--- src/pkg/ktp_cfg.svh ---
// constants for the four-lane training processor port, both ends
`ifndef KTP_CFG_SVH
`define KTP_CFG_SVH

`define KTP_LANES          4
`define KTP_TAP_W          2
`define KTP_TAP_NONE       2'h0
`define KTP_TAP_MAIN       2'h1
`define KTP_TAP_POST       2'h2
`define KTP_TAP_PRE        2'h3
`define KTP_BER_CNT_W      4
`define KTP_BER_TIMER_W    16
`define KTP_BER_TIMER_MAX  16'hFFFF
`define KTP_BER_TIMER_ONE  16'h0001
`define KTP_BER_TIMER_RST  16'h0000
`define KTP_ENABLE_PROC_IF 1'b1

`endif

--- src/pkg/ktp_pkg.sv ---
// shared types for the training processor port
package ktp_pkg;

  // coefficient request kinds sent towards the link partner
  typedef enum logic [2:0] {
    KTP_OP_HOLD,
    KTP_OP_INC,
    KTP_OP_DEC,
    KTP_OP_PRESET,
    KTP_OP_INIT
  } ktp_op_t;

endpackage : ktp_pkg

--- src/pkg/ktp_if.sv ---
// interface joining the processor end and the core end
`timescale 1ns/1ps
`include "ktp_cfg.svh"

interface ktp_if #(
  parameter int LANES = `KTP_LANES,
  parameter int BCW   = `KTP_BER_CNT_W
);
  logic [LANES-1:0]           proc_mode_en;
  logic [LANES*`KTP_TAP_W-1:0] proc_tap_sel;
  logic [LANES-1:0]           proc_inc;
  logic [LANES-1:0]           proc_dec;
  logic [LANES-1:0]           proc_preset;
  logic [LANES-1:0]           proc_init;
  logic [LANES-1:0]           proc_ber_timer_start;
  logic [LANES-1:0]           proc_train_err;
  logic [LANES-1:0]           proc_lock_err;
  logic [LANES-1:0]           proc_rx_trained;
  logic [LANES-1:0]           core_cmd_ready;
  logic [LANES-1:0]           core_frame_lock;
  logic [LANES-1:0]           core_command_done;
  logic [LANES-1:0]           core_ber_timer_done;
  logic [LANES*BCW-1:0]       core_ber_cnt;
  logic [LANES-1:0]           core_ber_overflow;
  logic [LANES-1:0]           core_coef_limit;

  modport dev (
    input  proc_mode_en, proc_tap_sel, proc_inc, proc_dec, proc_preset, proc_init,
    input  proc_ber_timer_start, proc_train_err, proc_lock_err, proc_rx_trained,
    output core_cmd_ready, core_frame_lock, core_command_done, core_ber_timer_done,
    output core_ber_cnt, core_ber_overflow, core_coef_limit
  );

  modport proc (
    output proc_mode_en, proc_tap_sel, proc_inc, proc_dec, proc_preset, proc_init,
    output proc_ber_timer_start, proc_train_err, proc_lock_err, proc_rx_trained,
    input  core_cmd_ready, core_frame_lock, core_command_done, core_ber_timer_done,
    input  core_ber_cnt, core_ber_overflow, core_coef_limit
  );
endinterface : ktp_if

--- src/rtl/ktp_core_end.sv ---
// core end of the training processor port: command handshake, BER timer, status
`timescale 1ns/1ps
`include "ktp_cfg.svh"

module ktp_core_end #(
  parameter int                        LANES         = `KTP_LANES,
  parameter int                        BCW           = `KTP_BER_CNT_W,
  parameter int                        TIMER_W       = `KTP_BER_TIMER_W,
  parameter logic [TIMER_W-1:0]        BER_TIMER_MAX = `KTP_BER_TIMER_MAX,
  parameter bit                        ENABLE_PROC   = `KTP_ENABLE_PROC_IF
) (
  input  wire logic                    clk,
  input  wire logic                    rst_n,
  input  wire logic                    ce,
  ktp_if.dev                           bus,
  input  wire logic [LANES-1:0]        adapt_req_valid,
  input  ktp_pkg::ktp_op_t             adapt_req_op [LANES],
  input  wire logic [LANES*2-1:0]      adapt_req_tap,
  output logic      [LANES-1:0]        adapt_req_ack,
  output logic      [LANES-1:0]        link_req_valid,
  output ktp_pkg::ktp_op_t             link_req_op [LANES],
  output logic      [LANES*2-1:0]      link_req_tap,
  input  wire logic [LANES-1:0]        link_req_ack,
  input  wire logic [LANES-1:0]        rx_frame_lock,
  input  wire logic [LANES-1:0]        rx_bit_err,
  input  wire logic [LANES-1:0]        lp_coef_limit,
  output logic      [LANES-1:0]        lane_proc_mode,
  output logic      [LANES-1:0]        lane_train_err,
  output logic      [LANES-1:0]        lane_lock_err,
  output logic      [LANES-1:0]        lane_rx_trained
);

  typedef enum logic [1:0] {
    D_IDLE,
    D_REQ,
    D_DONE
  } ktp_dstate_t;

  // priority when several command bits rise together: init, preset, inc, dec
  function automatic ktp_pkg::ktp_op_t ktp_cmd_decode(input logic init_b,
                                                      input logic pre_b,
                                                      input logic inc_b,
                                                      input logic dec_b);
    ktp_pkg::ktp_op_t op;
    op = ktp_pkg::KTP_OP_HOLD;
    if (init_b) begin
      op = ktp_pkg::KTP_OP_INIT;
    end else if (pre_b) begin
      op = ktp_pkg::KTP_OP_PRESET;
    end else if (inc_b) begin
      op = ktp_pkg::KTP_OP_INC;
    end else if (dec_b) begin
      op = ktp_pkg::KTP_OP_DEC;
    end
    return op;
  endfunction : ktp_cmd_decode

  // only the three coded taps are valid targets for inc and dec
  function automatic logic ktp_tap_ok(input logic [1:0] tap);
    return (tap == `KTP_TAP_MAIN) || (tap == `KTP_TAP_POST) || (tap == `KTP_TAP_PRE);
  endfunction : ktp_tap_ok

  logic [LANES-1:0]     rdy_r;
  logic [LANES-1:0]     lock_r;
  logic [LANES-1:0]     done_r;
  logic [LANES-1:0]     tdone_r;
  logic [LANES-1:0]     ovf_r;
  logic [LANES-1:0]     limit_r;
  logic [LANES*BCW-1:0] cnt_r;

  assign bus.core_cmd_ready      = rdy_r;
  assign bus.core_frame_lock     = lock_r;
  assign bus.core_command_done   = done_r;
  assign bus.core_ber_timer_done = tdone_r;
  assign bus.core_ber_cnt        = cnt_r;
  assign bus.core_ber_overflow   = ovf_r;
  assign bus.core_coef_limit     = limit_r;

  genvar g;
  generate
    if (ENABLE_PROC) begin : g_port
      for (g = 0; g < LANES; g++) begin : g_lane
        ktp_dstate_t        st_r;
        logic               start_q_r;
        logic               run_r;
        logic [TIMER_W-1:0] timer_r;
        logic               mode;
        logic               any_cmd;
        logic [1:0]         tap;
        logic               start_edge;
        ktp_pkg::ktp_op_t   cmd_op;

        // lane slice of every four-lane bus
        assign mode       = bus.proc_mode_en[g];
        assign tap        = bus.proc_tap_sel[g*2 +: 2];
        assign any_cmd    = bus.proc_inc[g] | bus.proc_dec[g] |
                            bus.proc_preset[g] | bus.proc_init[g];
        assign cmd_op     = ktp_cmd_decode(bus.proc_init[g], bus.proc_preset[g],
                                           bus.proc_inc[g], bus.proc_dec[g]);
        assign start_edge = bus.proc_ber_timer_start[g] & ~start_q_r;

        // command handshake; leaving processor mode abandons any open request
        always_ff @(posedge clk or negedge rst_n) begin
          if (!rst_n) begin
            st_r                <= D_IDLE;
            link_req_valid[g]   <= 1'b0;
            link_req_op[g]      <= ktp_pkg::KTP_OP_HOLD;
            link_req_tap[g*2 +: 2] <= `KTP_TAP_NONE;
            adapt_req_ack[g]    <= 1'b0;
            done_r[g]           <= 1'b0;
          end else if (ce) begin
            adapt_req_ack[g] <= 1'b0;
            if (!mode) begin
              // internal adaptation owns the request path outside processor mode
              st_r                   <= D_IDLE;
              done_r[g]              <= 1'b0;
              link_req_valid[g]      <= adapt_req_valid[g];
              link_req_op[g]         <= adapt_req_op[g];
              link_req_tap[g*2 +: 2] <= adapt_req_tap[g*2 +: 2];
              adapt_req_ack[g]       <= link_req_ack[g];
            end else begin
              unique case (st_r)
                D_IDLE: begin
                  // internal adaptation requests are ignored here
                  link_req_valid[g] <= 1'b0;
                  if (any_cmd) begin
                    link_req_op[g]         <= cmd_op;
                    link_req_tap[g*2 +: 2] <= tap;
                    if ((cmd_op == ktp_pkg::KTP_OP_INC || cmd_op == ktp_pkg::KTP_OP_DEC)
                        && !ktp_tap_ok(tap)) begin
                      // no tap to act on: finish at once without a request
                      done_r[g] <= 1'b1;
                      st_r      <= D_DONE;
                    end else begin
                      link_req_valid[g] <= 1'b1;
                      st_r              <= D_REQ;
                    end
                  end
                end
                D_REQ: begin
                  if (link_req_ack[g]) begin
                    link_req_valid[g] <= 1'b0;
                    done_r[g]         <= 1'b1;
                    st_r              <= D_DONE;
                  end
                end
                D_DONE: begin
                  // done stays up until the processor lets go of every command bit
                  if (!any_cmd) begin
                    done_r[g] <= 1'b0;
                    st_r      <= D_IDLE;
                  end
                end
              endcase
            end
          end
        end

        // ready only in idle with no command pending, so a held command is not seen twice
        always_ff @(posedge clk or negedge rst_n) begin
          if (!rst_n) begin
            rdy_r[g] <= 1'b0;
          end else if (ce) begin
            rdy_r[g] <= mode && (st_r == D_IDLE) && !any_cmd;
          end
        end

        // BER timer and error counter, restarted on a rising start bit
        always_ff @(posedge clk or negedge rst_n) begin
          if (!rst_n) begin
            start_q_r          <= 1'b0;
            run_r              <= 1'b0;
            timer_r            <= `KTP_BER_TIMER_RST;
            tdone_r[g]         <= 1'b0;
            cnt_r[g*BCW +: BCW] <= '0;
            ovf_r[g]           <= 1'b0;
          end else if (ce) begin
            start_q_r <= bus.proc_ber_timer_start[g];
            if (start_edge) begin
              run_r      <= 1'b1;
              timer_r    <= `KTP_BER_TIMER_RST;
              tdone_r[g] <= 1'b0;
              // an error in the start cycle belongs to the new run
              cnt_r[g*BCW +: BCW] <= {{(BCW-1){1'b0}}, rx_bit_err[g]};
              ovf_r[g]            <= 1'b0;
            end else if (run_r) begin
              if (timer_r == BER_TIMER_MAX) begin
                run_r      <= 1'b0;
                tdone_r[g] <= 1'b1;
              end else begin
                timer_r <= timer_r + `KTP_BER_TIMER_ONE;
              end
              if (rx_bit_err[g]) begin
                cnt_r[g*BCW +: BCW] <= cnt_r[g*BCW +: BCW] + 1'b1;
                if (&cnt_r[g*BCW +: BCW]) begin
                  ovf_r[g] <= 1'b1;
                end
              end
            end
          end
        end

        // status flags and processor verdicts, one register stage each
        always_ff @(posedge clk or negedge rst_n) begin
          if (!rst_n) begin
            lock_r[g]          <= 1'b0;
            limit_r[g]         <= 1'b0;
            lane_proc_mode[g]  <= 1'b0;
            lane_train_err[g]  <= 1'b0;
            lane_lock_err[g]   <= 1'b0;
            lane_rx_trained[g] <= 1'b0;
          end else if (ce) begin
            lock_r[g]          <= rx_frame_lock[g];
            limit_r[g]         <= lp_coef_limit[g];
            lane_proc_mode[g]  <= mode;
            lane_train_err[g]  <= bus.proc_train_err[g];
            lane_lock_err[g]   <= bus.proc_lock_err[g];
            lane_rx_trained[g] <= bus.proc_rx_trained[g];
          end
        end
      end
    end else begin : g_no_port
      // port absent: status reads zero and adaptation runs alone
      for (g = 0; g < LANES; g++) begin : g_lane
        always_ff @(posedge clk or negedge rst_n) begin
          if (!rst_n) begin
            link_req_valid[g]      <= 1'b0;
            link_req_op[g]         <= ktp_pkg::KTP_OP_HOLD;
            link_req_tap[g*2 +: 2] <= `KTP_TAP_NONE;
            adapt_req_ack[g]       <= 1'b0;
          end else if (ce) begin
            link_req_valid[g]      <= adapt_req_valid[g];
            link_req_op[g]         <= adapt_req_op[g];
            link_req_tap[g*2 +: 2] <= adapt_req_tap[g*2 +: 2];
            adapt_req_ack[g]       <= link_req_ack[g];
          end
        end
      end
      assign rdy_r           = '0;
      assign lock_r          = '0;
      assign done_r          = '0;
      assign tdone_r         = '0;
      assign ovf_r           = '0;
      assign limit_r         = '0;
      assign cnt_r           = '0;
      assign lane_proc_mode  = '0;
      assign lane_train_err  = '0;
      assign lane_lock_err   = '0;
      assign lane_rx_trained = '0;
    end
  endgenerate

endmodule : ktp_core_end

--- src/flat_wrapper.sv ---
// flat-port wrapper written by rule: the top's interface ports become plain ports
module ktp_core_end_flat 
#(
  parameter int                        LANES         = `KTP_LANES,
  parameter int                        BCW           = `KTP_BER_CNT_W,
  parameter int                        TIMER_W       = `KTP_BER_TIMER_W,
  parameter logic [TIMER_W-1:0]        BER_TIMER_MAX = `KTP_BER_TIMER_MAX,
  parameter bit                        ENABLE_PROC   = `KTP_ENABLE_PROC_IF
)
  (clk, rst_n, ce, adapt_req_valid, adapt_req_op, adapt_req_tap, adapt_req_ack, link_req_valid, link_req_op, link_req_tap, link_req_ack, rx_frame_lock, rx_bit_err, lp_coef_limit, lane_proc_mode, lane_train_err, lane_lock_err, lane_rx_trained, bus_proc_mode_en, bus_proc_tap_sel, bus_proc_inc, bus_proc_dec, bus_proc_preset, bus_proc_init, bus_proc_ber_timer_start, bus_proc_train_err, bus_proc_lock_err, bus_proc_rx_trained, bus_core_cmd_ready, bus_core_frame_lock, bus_core_command_done, bus_core_ber_timer_done, bus_core_ber_cnt, bus_core_ber_overflow, bus_core_coef_limit);
  ktp_if #(.LANES(LANES), .BCW(BCW)) bus_i ();
  input  wire logic clk;
  input  wire logic rst_n;
  input  wire logic ce;
  input  wire logic [LANES-1:0] adapt_req_valid;
  input  ktp_pkg::ktp_op_t adapt_req_op[LANES];
  input  wire logic [LANES*2-1:0] adapt_req_tap;
  output logic      [LANES-1:0] adapt_req_ack;
  output logic      [LANES-1:0] link_req_valid;
  output ktp_pkg::ktp_op_t link_req_op[LANES];
  output logic      [LANES*2-1:0] link_req_tap;
  input  wire logic [LANES-1:0] link_req_ack;
  input  wire logic [LANES-1:0] rx_frame_lock;
  input  wire logic [LANES-1:0] rx_bit_err;
  input  wire logic [LANES-1:0] lp_coef_limit;
  output logic      [LANES-1:0] lane_proc_mode;
  output logic      [LANES-1:0] lane_train_err;
  output logic      [LANES-1:0] lane_lock_err;
  output logic      [LANES-1:0] lane_rx_trained;
  input wire logic [$bits(bus_i.proc_mode_en)-1:0] bus_proc_mode_en;
  input wire logic [$bits(bus_i.proc_tap_sel)-1:0] bus_proc_tap_sel;
  input wire logic [$bits(bus_i.proc_inc)-1:0] bus_proc_inc;
  input wire logic [$bits(bus_i.proc_dec)-1:0] bus_proc_dec;
  input wire logic [$bits(bus_i.proc_preset)-1:0] bus_proc_preset;
  input wire logic [$bits(bus_i.proc_init)-1:0] bus_proc_init;
  input wire logic [$bits(bus_i.proc_ber_timer_start)-1:0] bus_proc_ber_timer_start;
  input wire logic [$bits(bus_i.proc_train_err)-1:0] bus_proc_train_err;
  input wire logic [$bits(bus_i.proc_lock_err)-1:0] bus_proc_lock_err;
  input wire logic [$bits(bus_i.proc_rx_trained)-1:0] bus_proc_rx_trained;
  output wire logic [$bits(bus_i.core_cmd_ready)-1:0] bus_core_cmd_ready;
  output wire logic [$bits(bus_i.core_frame_lock)-1:0] bus_core_frame_lock;
  output wire logic [$bits(bus_i.core_command_done)-1:0] bus_core_command_done;
  output wire logic [$bits(bus_i.core_ber_timer_done)-1:0] bus_core_ber_timer_done;
  output wire logic [$bits(bus_i.core_ber_cnt)-1:0] bus_core_ber_cnt;
  output wire logic [$bits(bus_i.core_ber_overflow)-1:0] bus_core_ber_overflow;
  output wire logic [$bits(bus_i.core_coef_limit)-1:0] bus_core_coef_limit;
  assign bus_i.proc_mode_en = bus_proc_mode_en;
  assign bus_i.proc_tap_sel = bus_proc_tap_sel;
  assign bus_i.proc_inc = bus_proc_inc;
  assign bus_i.proc_dec = bus_proc_dec;
  assign bus_i.proc_preset = bus_proc_preset;
  assign bus_i.proc_init = bus_proc_init;
  assign bus_i.proc_ber_timer_start = bus_proc_ber_timer_start;
  assign bus_i.proc_train_err = bus_proc_train_err;
  assign bus_i.proc_lock_err = bus_proc_lock_err;
  assign bus_i.proc_rx_trained = bus_proc_rx_trained;
  assign bus_core_cmd_ready = bus_i.core_cmd_ready;
  assign bus_core_frame_lock = bus_i.core_frame_lock;
  assign bus_core_command_done = bus_i.core_command_done;
  assign bus_core_ber_timer_done = bus_i.core_ber_timer_done;
  assign bus_core_ber_cnt = bus_i.core_ber_cnt;
  assign bus_core_ber_overflow = bus_i.core_ber_overflow;
  assign bus_core_coef_limit = bus_i.core_coef_limit;
  ktp_core_end #(.LANES(LANES), .BCW(BCW), .TIMER_W(TIMER_W), .BER_TIMER_MAX(BER_TIMER_MAX), .ENABLE_PROC(ENABLE_PROC)) u_core (.clk(clk), .rst_n(rst_n), .ce(ce), .bus(bus_i), .adapt_req_valid(adapt_req_valid), .adapt_req_op(adapt_req_op), .adapt_req_tap(adapt_req_tap), .adapt_req_ack(adapt_req_ack), .link_req_valid(link_req_valid), .link_req_op(link_req_op), .link_req_tap(link_req_tap), .link_req_ack(link_req_ack), .rx_frame_lock(rx_frame_lock), .rx_bit_err(rx_bit_err), .lp_coef_limit(lp_coef_limit), .lane_proc_mode(lane_proc_mode), .lane_train_err(lane_train_err), .lane_lock_err(lane_lock_err), .lane_rx_trained(lane_rx_trained));
endmodule
--- config.mk ---
export PLATFORM = sky130hd
export DESIGN_NAME = ktp_core_end_flat
export DESIGN_NICKNAME = d
export VERILOG_FILES = /design/src/pkg/ktp_pkg.sv /design/src/pkg/ktp_if.sv /design/src/rtl/ktp_core_end.sv /design/src/flat_wrapper.sv
export VERILOG_INCLUDE_DIRS = /design/src /design/src/pkg
export SDC_FILE = /design/constraint.sdc
export NUM_CORES = 1
export LEC_CHECK = 0
export ABC_AREA = 1
export BUFFER_PORTS_ARGS = -buffer_cell sky130_fd_sc_hd__buf_2
export CAP_MARGIN = 15
export CORE_MARGIN = 1
export CORE_UTILIZATION = 51
export DETAILED_ROUTE_END_ITERATION = 7
export GPL_TIMING_DRIVEN = 0
export PLACE_DENSITY = 0.79
export SLEW_MARGIN = 15
export SYNTH_ARGS = -nofsm -noshare
export SYNTH_HDL_FRONTEND = slang
export SYNTH_SLANG_ARGS = --single-unit
--- constraint.sdc ---
create_clock -name clk -period 1.7 [get_ports clk]
set_input_delay 0.425 -clock clk [delete_from_list [all_inputs] [get_ports clk]]
set_output_delay 0.425 -clock clk [all_outputs]
set_load 0.02 [all_outputs]
==> tab_implementation.tex <==
\begin{tabular}{lr}
\hline
Metric & Value \\
\hline
\multicolumn{2}{l}{\textbf{Status}} \\
Result of the run & finished clean \\
\multicolumn{2}{l}{\textbf{Layout}} \\
Share of final-layout standard cells stronger than drive strength 1 & between 10\% and 20\% \\
Most frequent standard cell in the layout excluding fill and tap cells & sky130\_fd\_sc\_hd\_\_nand2\_1 \\
Final \#Nets & around 1600 \\
Top library cells by usage in the layout, fill and taps aside & sky130\_fd\_sc\_hd\_\_nand2\_1 (396), sky130\_fd\_sc\_hd\_\_buf\_2 (172), sky130\_fd\_sc\_hd\_\_dfrtp\_1 (161), sky130\_fd\_sc\_hd\_\_nor2\_1 (160), sky130\_fd\_sc\_hd\_\_inv\_1 (113) \\
Final cell count without fillers & approximately 1700 \\
Layout Area Growth over Synthesis & 21.46\% \\
Number of inserted filler cells in the final layout & 1490 \\
\multicolumn{2}{l}{\textbf{Pwr}} \\
Internal & around 8.0 mW \\
Static Leak & $\sim$5.5 nW \\
Share of total power in combinational logic & 30.0\% \\
Clock group share of total power & roughly 30\% \\
Worst IR Drop VDD & $\sim$0.00077 V \\
P\_sw & 4.888 mW \\
Net Sw Frac & 37.80\% \\
Power per unit of standard cell area & between 1000 and 1500 mW/mm² \\
Sequential share of power & 40.8\% \\
\multicolumn{2}{l}{\textbf{Detailed routing}} \\
Length of the first detailed-routing pass in iterations & 5 \\
Via count & about 8700 \\
Number of nets still failing antenna checks after routing & 0 \\
Wire length per cell after detailed routing & $\sim$14 µm \\
Number of vias per cell & about 5.1 \\
Routed wire length & $\sim$23000 µm \\
DRC viols & 0 \\
Iter 0 DRT Violations & 486 \\
\multicolumn{2}{l}{\textbf{Clocking}} \\
Number of buffers created by CTS & 17 \\
Count of H-tree levels built during CTS & 4 \\
Clock-pin slew reported for the worst setup and hold paths after clock tree synthesis & 0.08 ns \\
Clock network latency to the later pin of the worst-skew pair & between 0.4 and 0.5 ns \\
Clock tree from TritonCTS & done \\
Clk root buf & sky130\_fd\_sc\_hd\_\_clkbuf\_16 \\
Clock Path Buffers & 2 \\
CTS Sinks & about 160 \\
\multicolumn{2}{l}{\textbf{Global route}} \\
Vias in the first global route & around 8000 \\
Met3 layer usage reported by global route & $\sim$7.5\% \\
Busiest layer in global routing & met2 \\
Met1 track demand over resource in global routing & 32.14\% \\
Initial antenna violation count & 0 \\
Gr ovfl total & 0 \\
First-pass GRT wire length & 38500 µm \\
GR Util met2 & between 40 and 50\% \\
Maximum number of pins on one net before global-route repair & around 110 \\
Total global routing track utilization & 26.46\% \\
\multicolumn{2}{l}{\textbf{Worst setup path}} \\
Reg-to-Reg Start & u\_core.g\_port.g\_lane[0].timer\_r[1] \\
Path length in cells of the critical path & 10 \\
Largest delay contributor family on the critical path & simple AND/OR/NAND/NOR gates \\
Maximum fanout along the worst path & 5 \\
Type of element capturing the critical path & flip-flop \\
Worst-path cell chain & ha\_4, nand2\_2, nor2\_4, nand2\_4, nor2\_4, nor2\_4, nor2\_4, buf\_6, nand2\_1, o21ai\_1 \\
Data required, critical path & 2.05 ns \\
Sum of buffers and inverters on the critical path & 1 \\
Element type at the critical path start & flip-flop \\
Capture point of the worst path & u\_core.g\_port.g\_lane[0].timer\_r[9] \\
Endpoint of the most critical register-to-register path & u\_core.g\_port.g\_lane[0].timer\_r[9] \\
Register-to-Register Setup Slack & 0.05 ns \\
Longest individual stage delay on the worst path & about 0.40 ns \\
Worst path slowest cell & sky130\_fd\_sc\_hd\_\_dfrtp\_1 \\
Worst Reg-to-Reg Cells & 10 \\
Crit path from & u\_core.g\_port.g\_lane[0].timer\_r[1] \\
Arrival time worst endpoint & approximately 2.0 ns \\
Crit Path Category & flip-flop to flip-flop \\
Most common cell type on the critical path & sky130\_fd\_sc\_hd\_\_nor2\_4 \\
\multicolumn{2}{l}{\textbf{Synth}} \\
Top cell type by total area after synthesis & sky130\_fd\_sc\_hd\_\_dfrtp\_1 \\
Count of yosys warnings during synthesis & 0 \\
Net count after synthesis & between 1000 and 1500 \\
FFs w/ async S/R, synth & 100.0\% \\
Combined area of all synthesized cells & 0.009223 mm² \\
Synthesized netlist cell count & about 1200 \\
Synth top area cells & sky130\_fd\_sc\_hd\_\_dfrtp\_1 (44\%), sky130\_fd\_sc\_hd\_\_nand2\_1 (16\%), sky130\_fd\_sc\_hd\_\_nor2\_1 (6.6\%), sky130\_fd\_sc\_hd\_\_nand3\_1 (5.2\%), sky130\_fd\_sc\_hd\_\_inv\_1 (4.6\%) \\
Netlist cell types & 43 \\
Top cell type's share of synthesized area & between 40\% and 50\% \\
\#FFs+latches synth & approximately 160 \\
Most instantiated flip-flop cell in the synthesis netlist & sky130\_fd\_sc\_hd\_\_dfrtp\_1 \\
Number of enable flip-flop cells after synthesis & 0 \\
Proportion of synthesized chip area in sequential cells & $\sim$44\% \\
Mapped Avg Cell Area & $\sim$7.4 µm² \\
\multicolumn{2}{l}{\textbf{Timing}} \\
Worst-Margin Slew & between 0.6 and 0.7 ns \\
Final hold viol count & 0 \\
Final max-slew violation count & 0 \\
Highest clock frequency the design can meet & 0.6059 GHz \\
Worst Skew & around 0.011 ns \\
Crit share post-route & a little over nine tenths \\
Least setup slack across all paths after layout & slightly below 0.05 ns \\
Final number of setup-violating endpoints & 0 \\
Min Clock Period, post-route & 1.650 ns \\
Normalized max-slew margin & between 50\% and 60\% \\
\multicolumn{2}{l}{\textbf{Floorplan}} \\
Die outline area & between 0.015 and 0.02 mm² \\
Number of top-level design ports & around 170 \\
Starting density of the core & between 50\% and 60\% \\
Core area & 0.01748 mm² \\
Die extent in x & approximately 140 µm \\
Die Ht & around 140 µm \\
Number of placement rows & 48 \\
\multicolumn{2}{l}{\textbf{Min path}} \\
Worst hold stages & 3 \\
Classification of the worst-slack hold path & input pin to flip-flop \\
Beginning of the worst hold path & bus\_proc\_rx\_trained[0] \\
\multicolumn{2}{l}{\textbf{Place}} \\
Pre-CTS WS & -0.1413 ns \\
Detailed-placement wirelength estimate & 16810 µm \\
Cell total after placement & 1636 \\
Last weighted congestion value of the routability-driven placer & 0.9117 \\
IO Port Bufs & around 170 \\
\multicolumn{2}{l}{\textbf{Flow run}} \\
Max cap viols & 0 \\
\hline
\end{tabular}
## synthesized netlist by cell type (5+ instances only)
cell	number
sky130_fd_sc_hd__buf_6	7
sky130_fd_sc_hd__o211ai_1	6
sky130_fd_sc_hd__nand3b_1	5
sky130_fd_sc_hd__o21bai_1	14
sky130_fd_sc_hd__buf_2	7
sky130_fd_sc_hd__nor2_1	163
sky130_fd_sc_hd__o21ai_0	60
sky130_fd_sc_hd__a31oi_1	14
sky130_fd_sc_hd__ha_1	20
sky130_fd_sc_hd__nand2_1	399
sky130_fd_sc_hd__dfrtp_1	164
sky130_fd_sc_hd__inv_2	5
sky130_fd_sc_hd__nand4_1	20
sky130_fd_sc_hd__o21ai_2	6
sky130_fd_sc_hd__nand2_2	11
sky130_fd_sc_hd__nor2_2	7
sky130_fd_sc_hd__nor2_4	8
sky130_fd_sc_hd__clkbuf_1	8
sky130_fd_sc_hd__o21ai_1	26
sky130_fd_sc_hd__nand3_1	96
sky130_fd_sc_hd__a21oi_1	22
sky130_fd_sc_hd__nor3_1	9
sky130_fd_sc_hd__inv_1	113
sky130_fd_sc_hd__xor2_1	24
## flip-flops by register name, indices dropped and copies added (netlist names), 8 cells and up
name                          flops
u_core.g_port.g_lane.st_r         8
u_core.g_port.g_lane.timer_r     64
u_core.link_req_op               12
u_core.bus.core_ber_cnt          16
u_core.link_req_tap               8
## what timing repair did
action	4_1_cts	5_1_grt
gates resized for setup	9	18
endpoints found under the setup margin	66	69
setup buffers	4	13
hold endpoints to repair	59	0
pin swaps	0	10
cloned	0	1
hold buffers	1	0
## cell type report
class	count	area, µm²	area share [%]
Multi-Input combinational cell	932	4581	40.89
Sequential cell	164	4108	36.67
Timing Repair Buffer	187	1018	9.092
Inverter	121	454.2	4.055
Clock buffer	17	425.4	3.798
Tap cell	225	281.5	2.513
Buffer	26	180.2	1.608
Clock inverter	15	151.4	1.351
Antenna cell	1	2.502	0.02234
## how the worst min path moves through the flow
stage | slack (ns) | to
floorplan | 0.13 | u_core.adapt_req_ack[0]
global placement | 0.45 | u_core.bus.core_coef_limit[2]
detailed placement | 0.40 | u_core.bus.core_ber_overflow[1]
CTS | 0.16 | u_core.lane_rx_trained[0]
global route | 0.17 | u_core.bus.core_coef_limit[3]
finish | 0.18 | u_core.lane_rx_trained[0]
## cells by family (layout without fill, tap and decap cells)
logic type,Yosys count,in the layout,share of synthesized area (%)
DFF,164,164,44.50
xor gates and xnor gates,27,27,2.564
other,0,1,0
and+or+nand+nor,726,726,33.44
adders and majority gates,20,20,2.713
AOI/OAI and AO/OA,159,159,9.971
buffers and inverters,147,366,6.811
## per-layer routing
| metal | up-vias | share of wire, % |
|---|---|---|
| li1 | 4412 | - |
| met1 | 4029 | 43 |
| met2 | 211 | 50 |
| met3 | 30 | 6.0 |
| met4 | 0 | 1.7 |
| met5 | - | 0 |
## power by group through the flow
stage	sequential [mW]	clock (mW)	combinational, mW
after floorplan	5.83	0	1.85
after global placement	5.31	0	3.54
after detailed placement	5.31	0	3.66
after CTS	5.26	3.84	3.78
after global routing	5.39	4.03	4.34
final	5.28	3.77	3.88
## metrics by stage
step                       TNS, ns  total power, mW  util (%)  hold slack, ns  cell area [µm²]
after global routing      -0.07028            13.76     64.08          0.1723            11200
after floorplan                  0            7.681         -          0.1294             9223
after detailed placement    -5.499            8.973     59.38          0.3967            10380
after global placement     -397.24            8.849     59.16          0.4505            10340
after CTS                        0            12.88     63.14          0.1644            11030
final                            0            12.93     64.10          0.1781            11200
## worst reg2reg max path, delay by kind of cell (launching register included)
kind            cells  cell delay, ns
simple gates        7            0.76
flops               1            0.40
compound gates      1            0.11
fa+ha+maj           1            0.16
buf+inv             1            0.14
(Power assumes the default switching activity.)
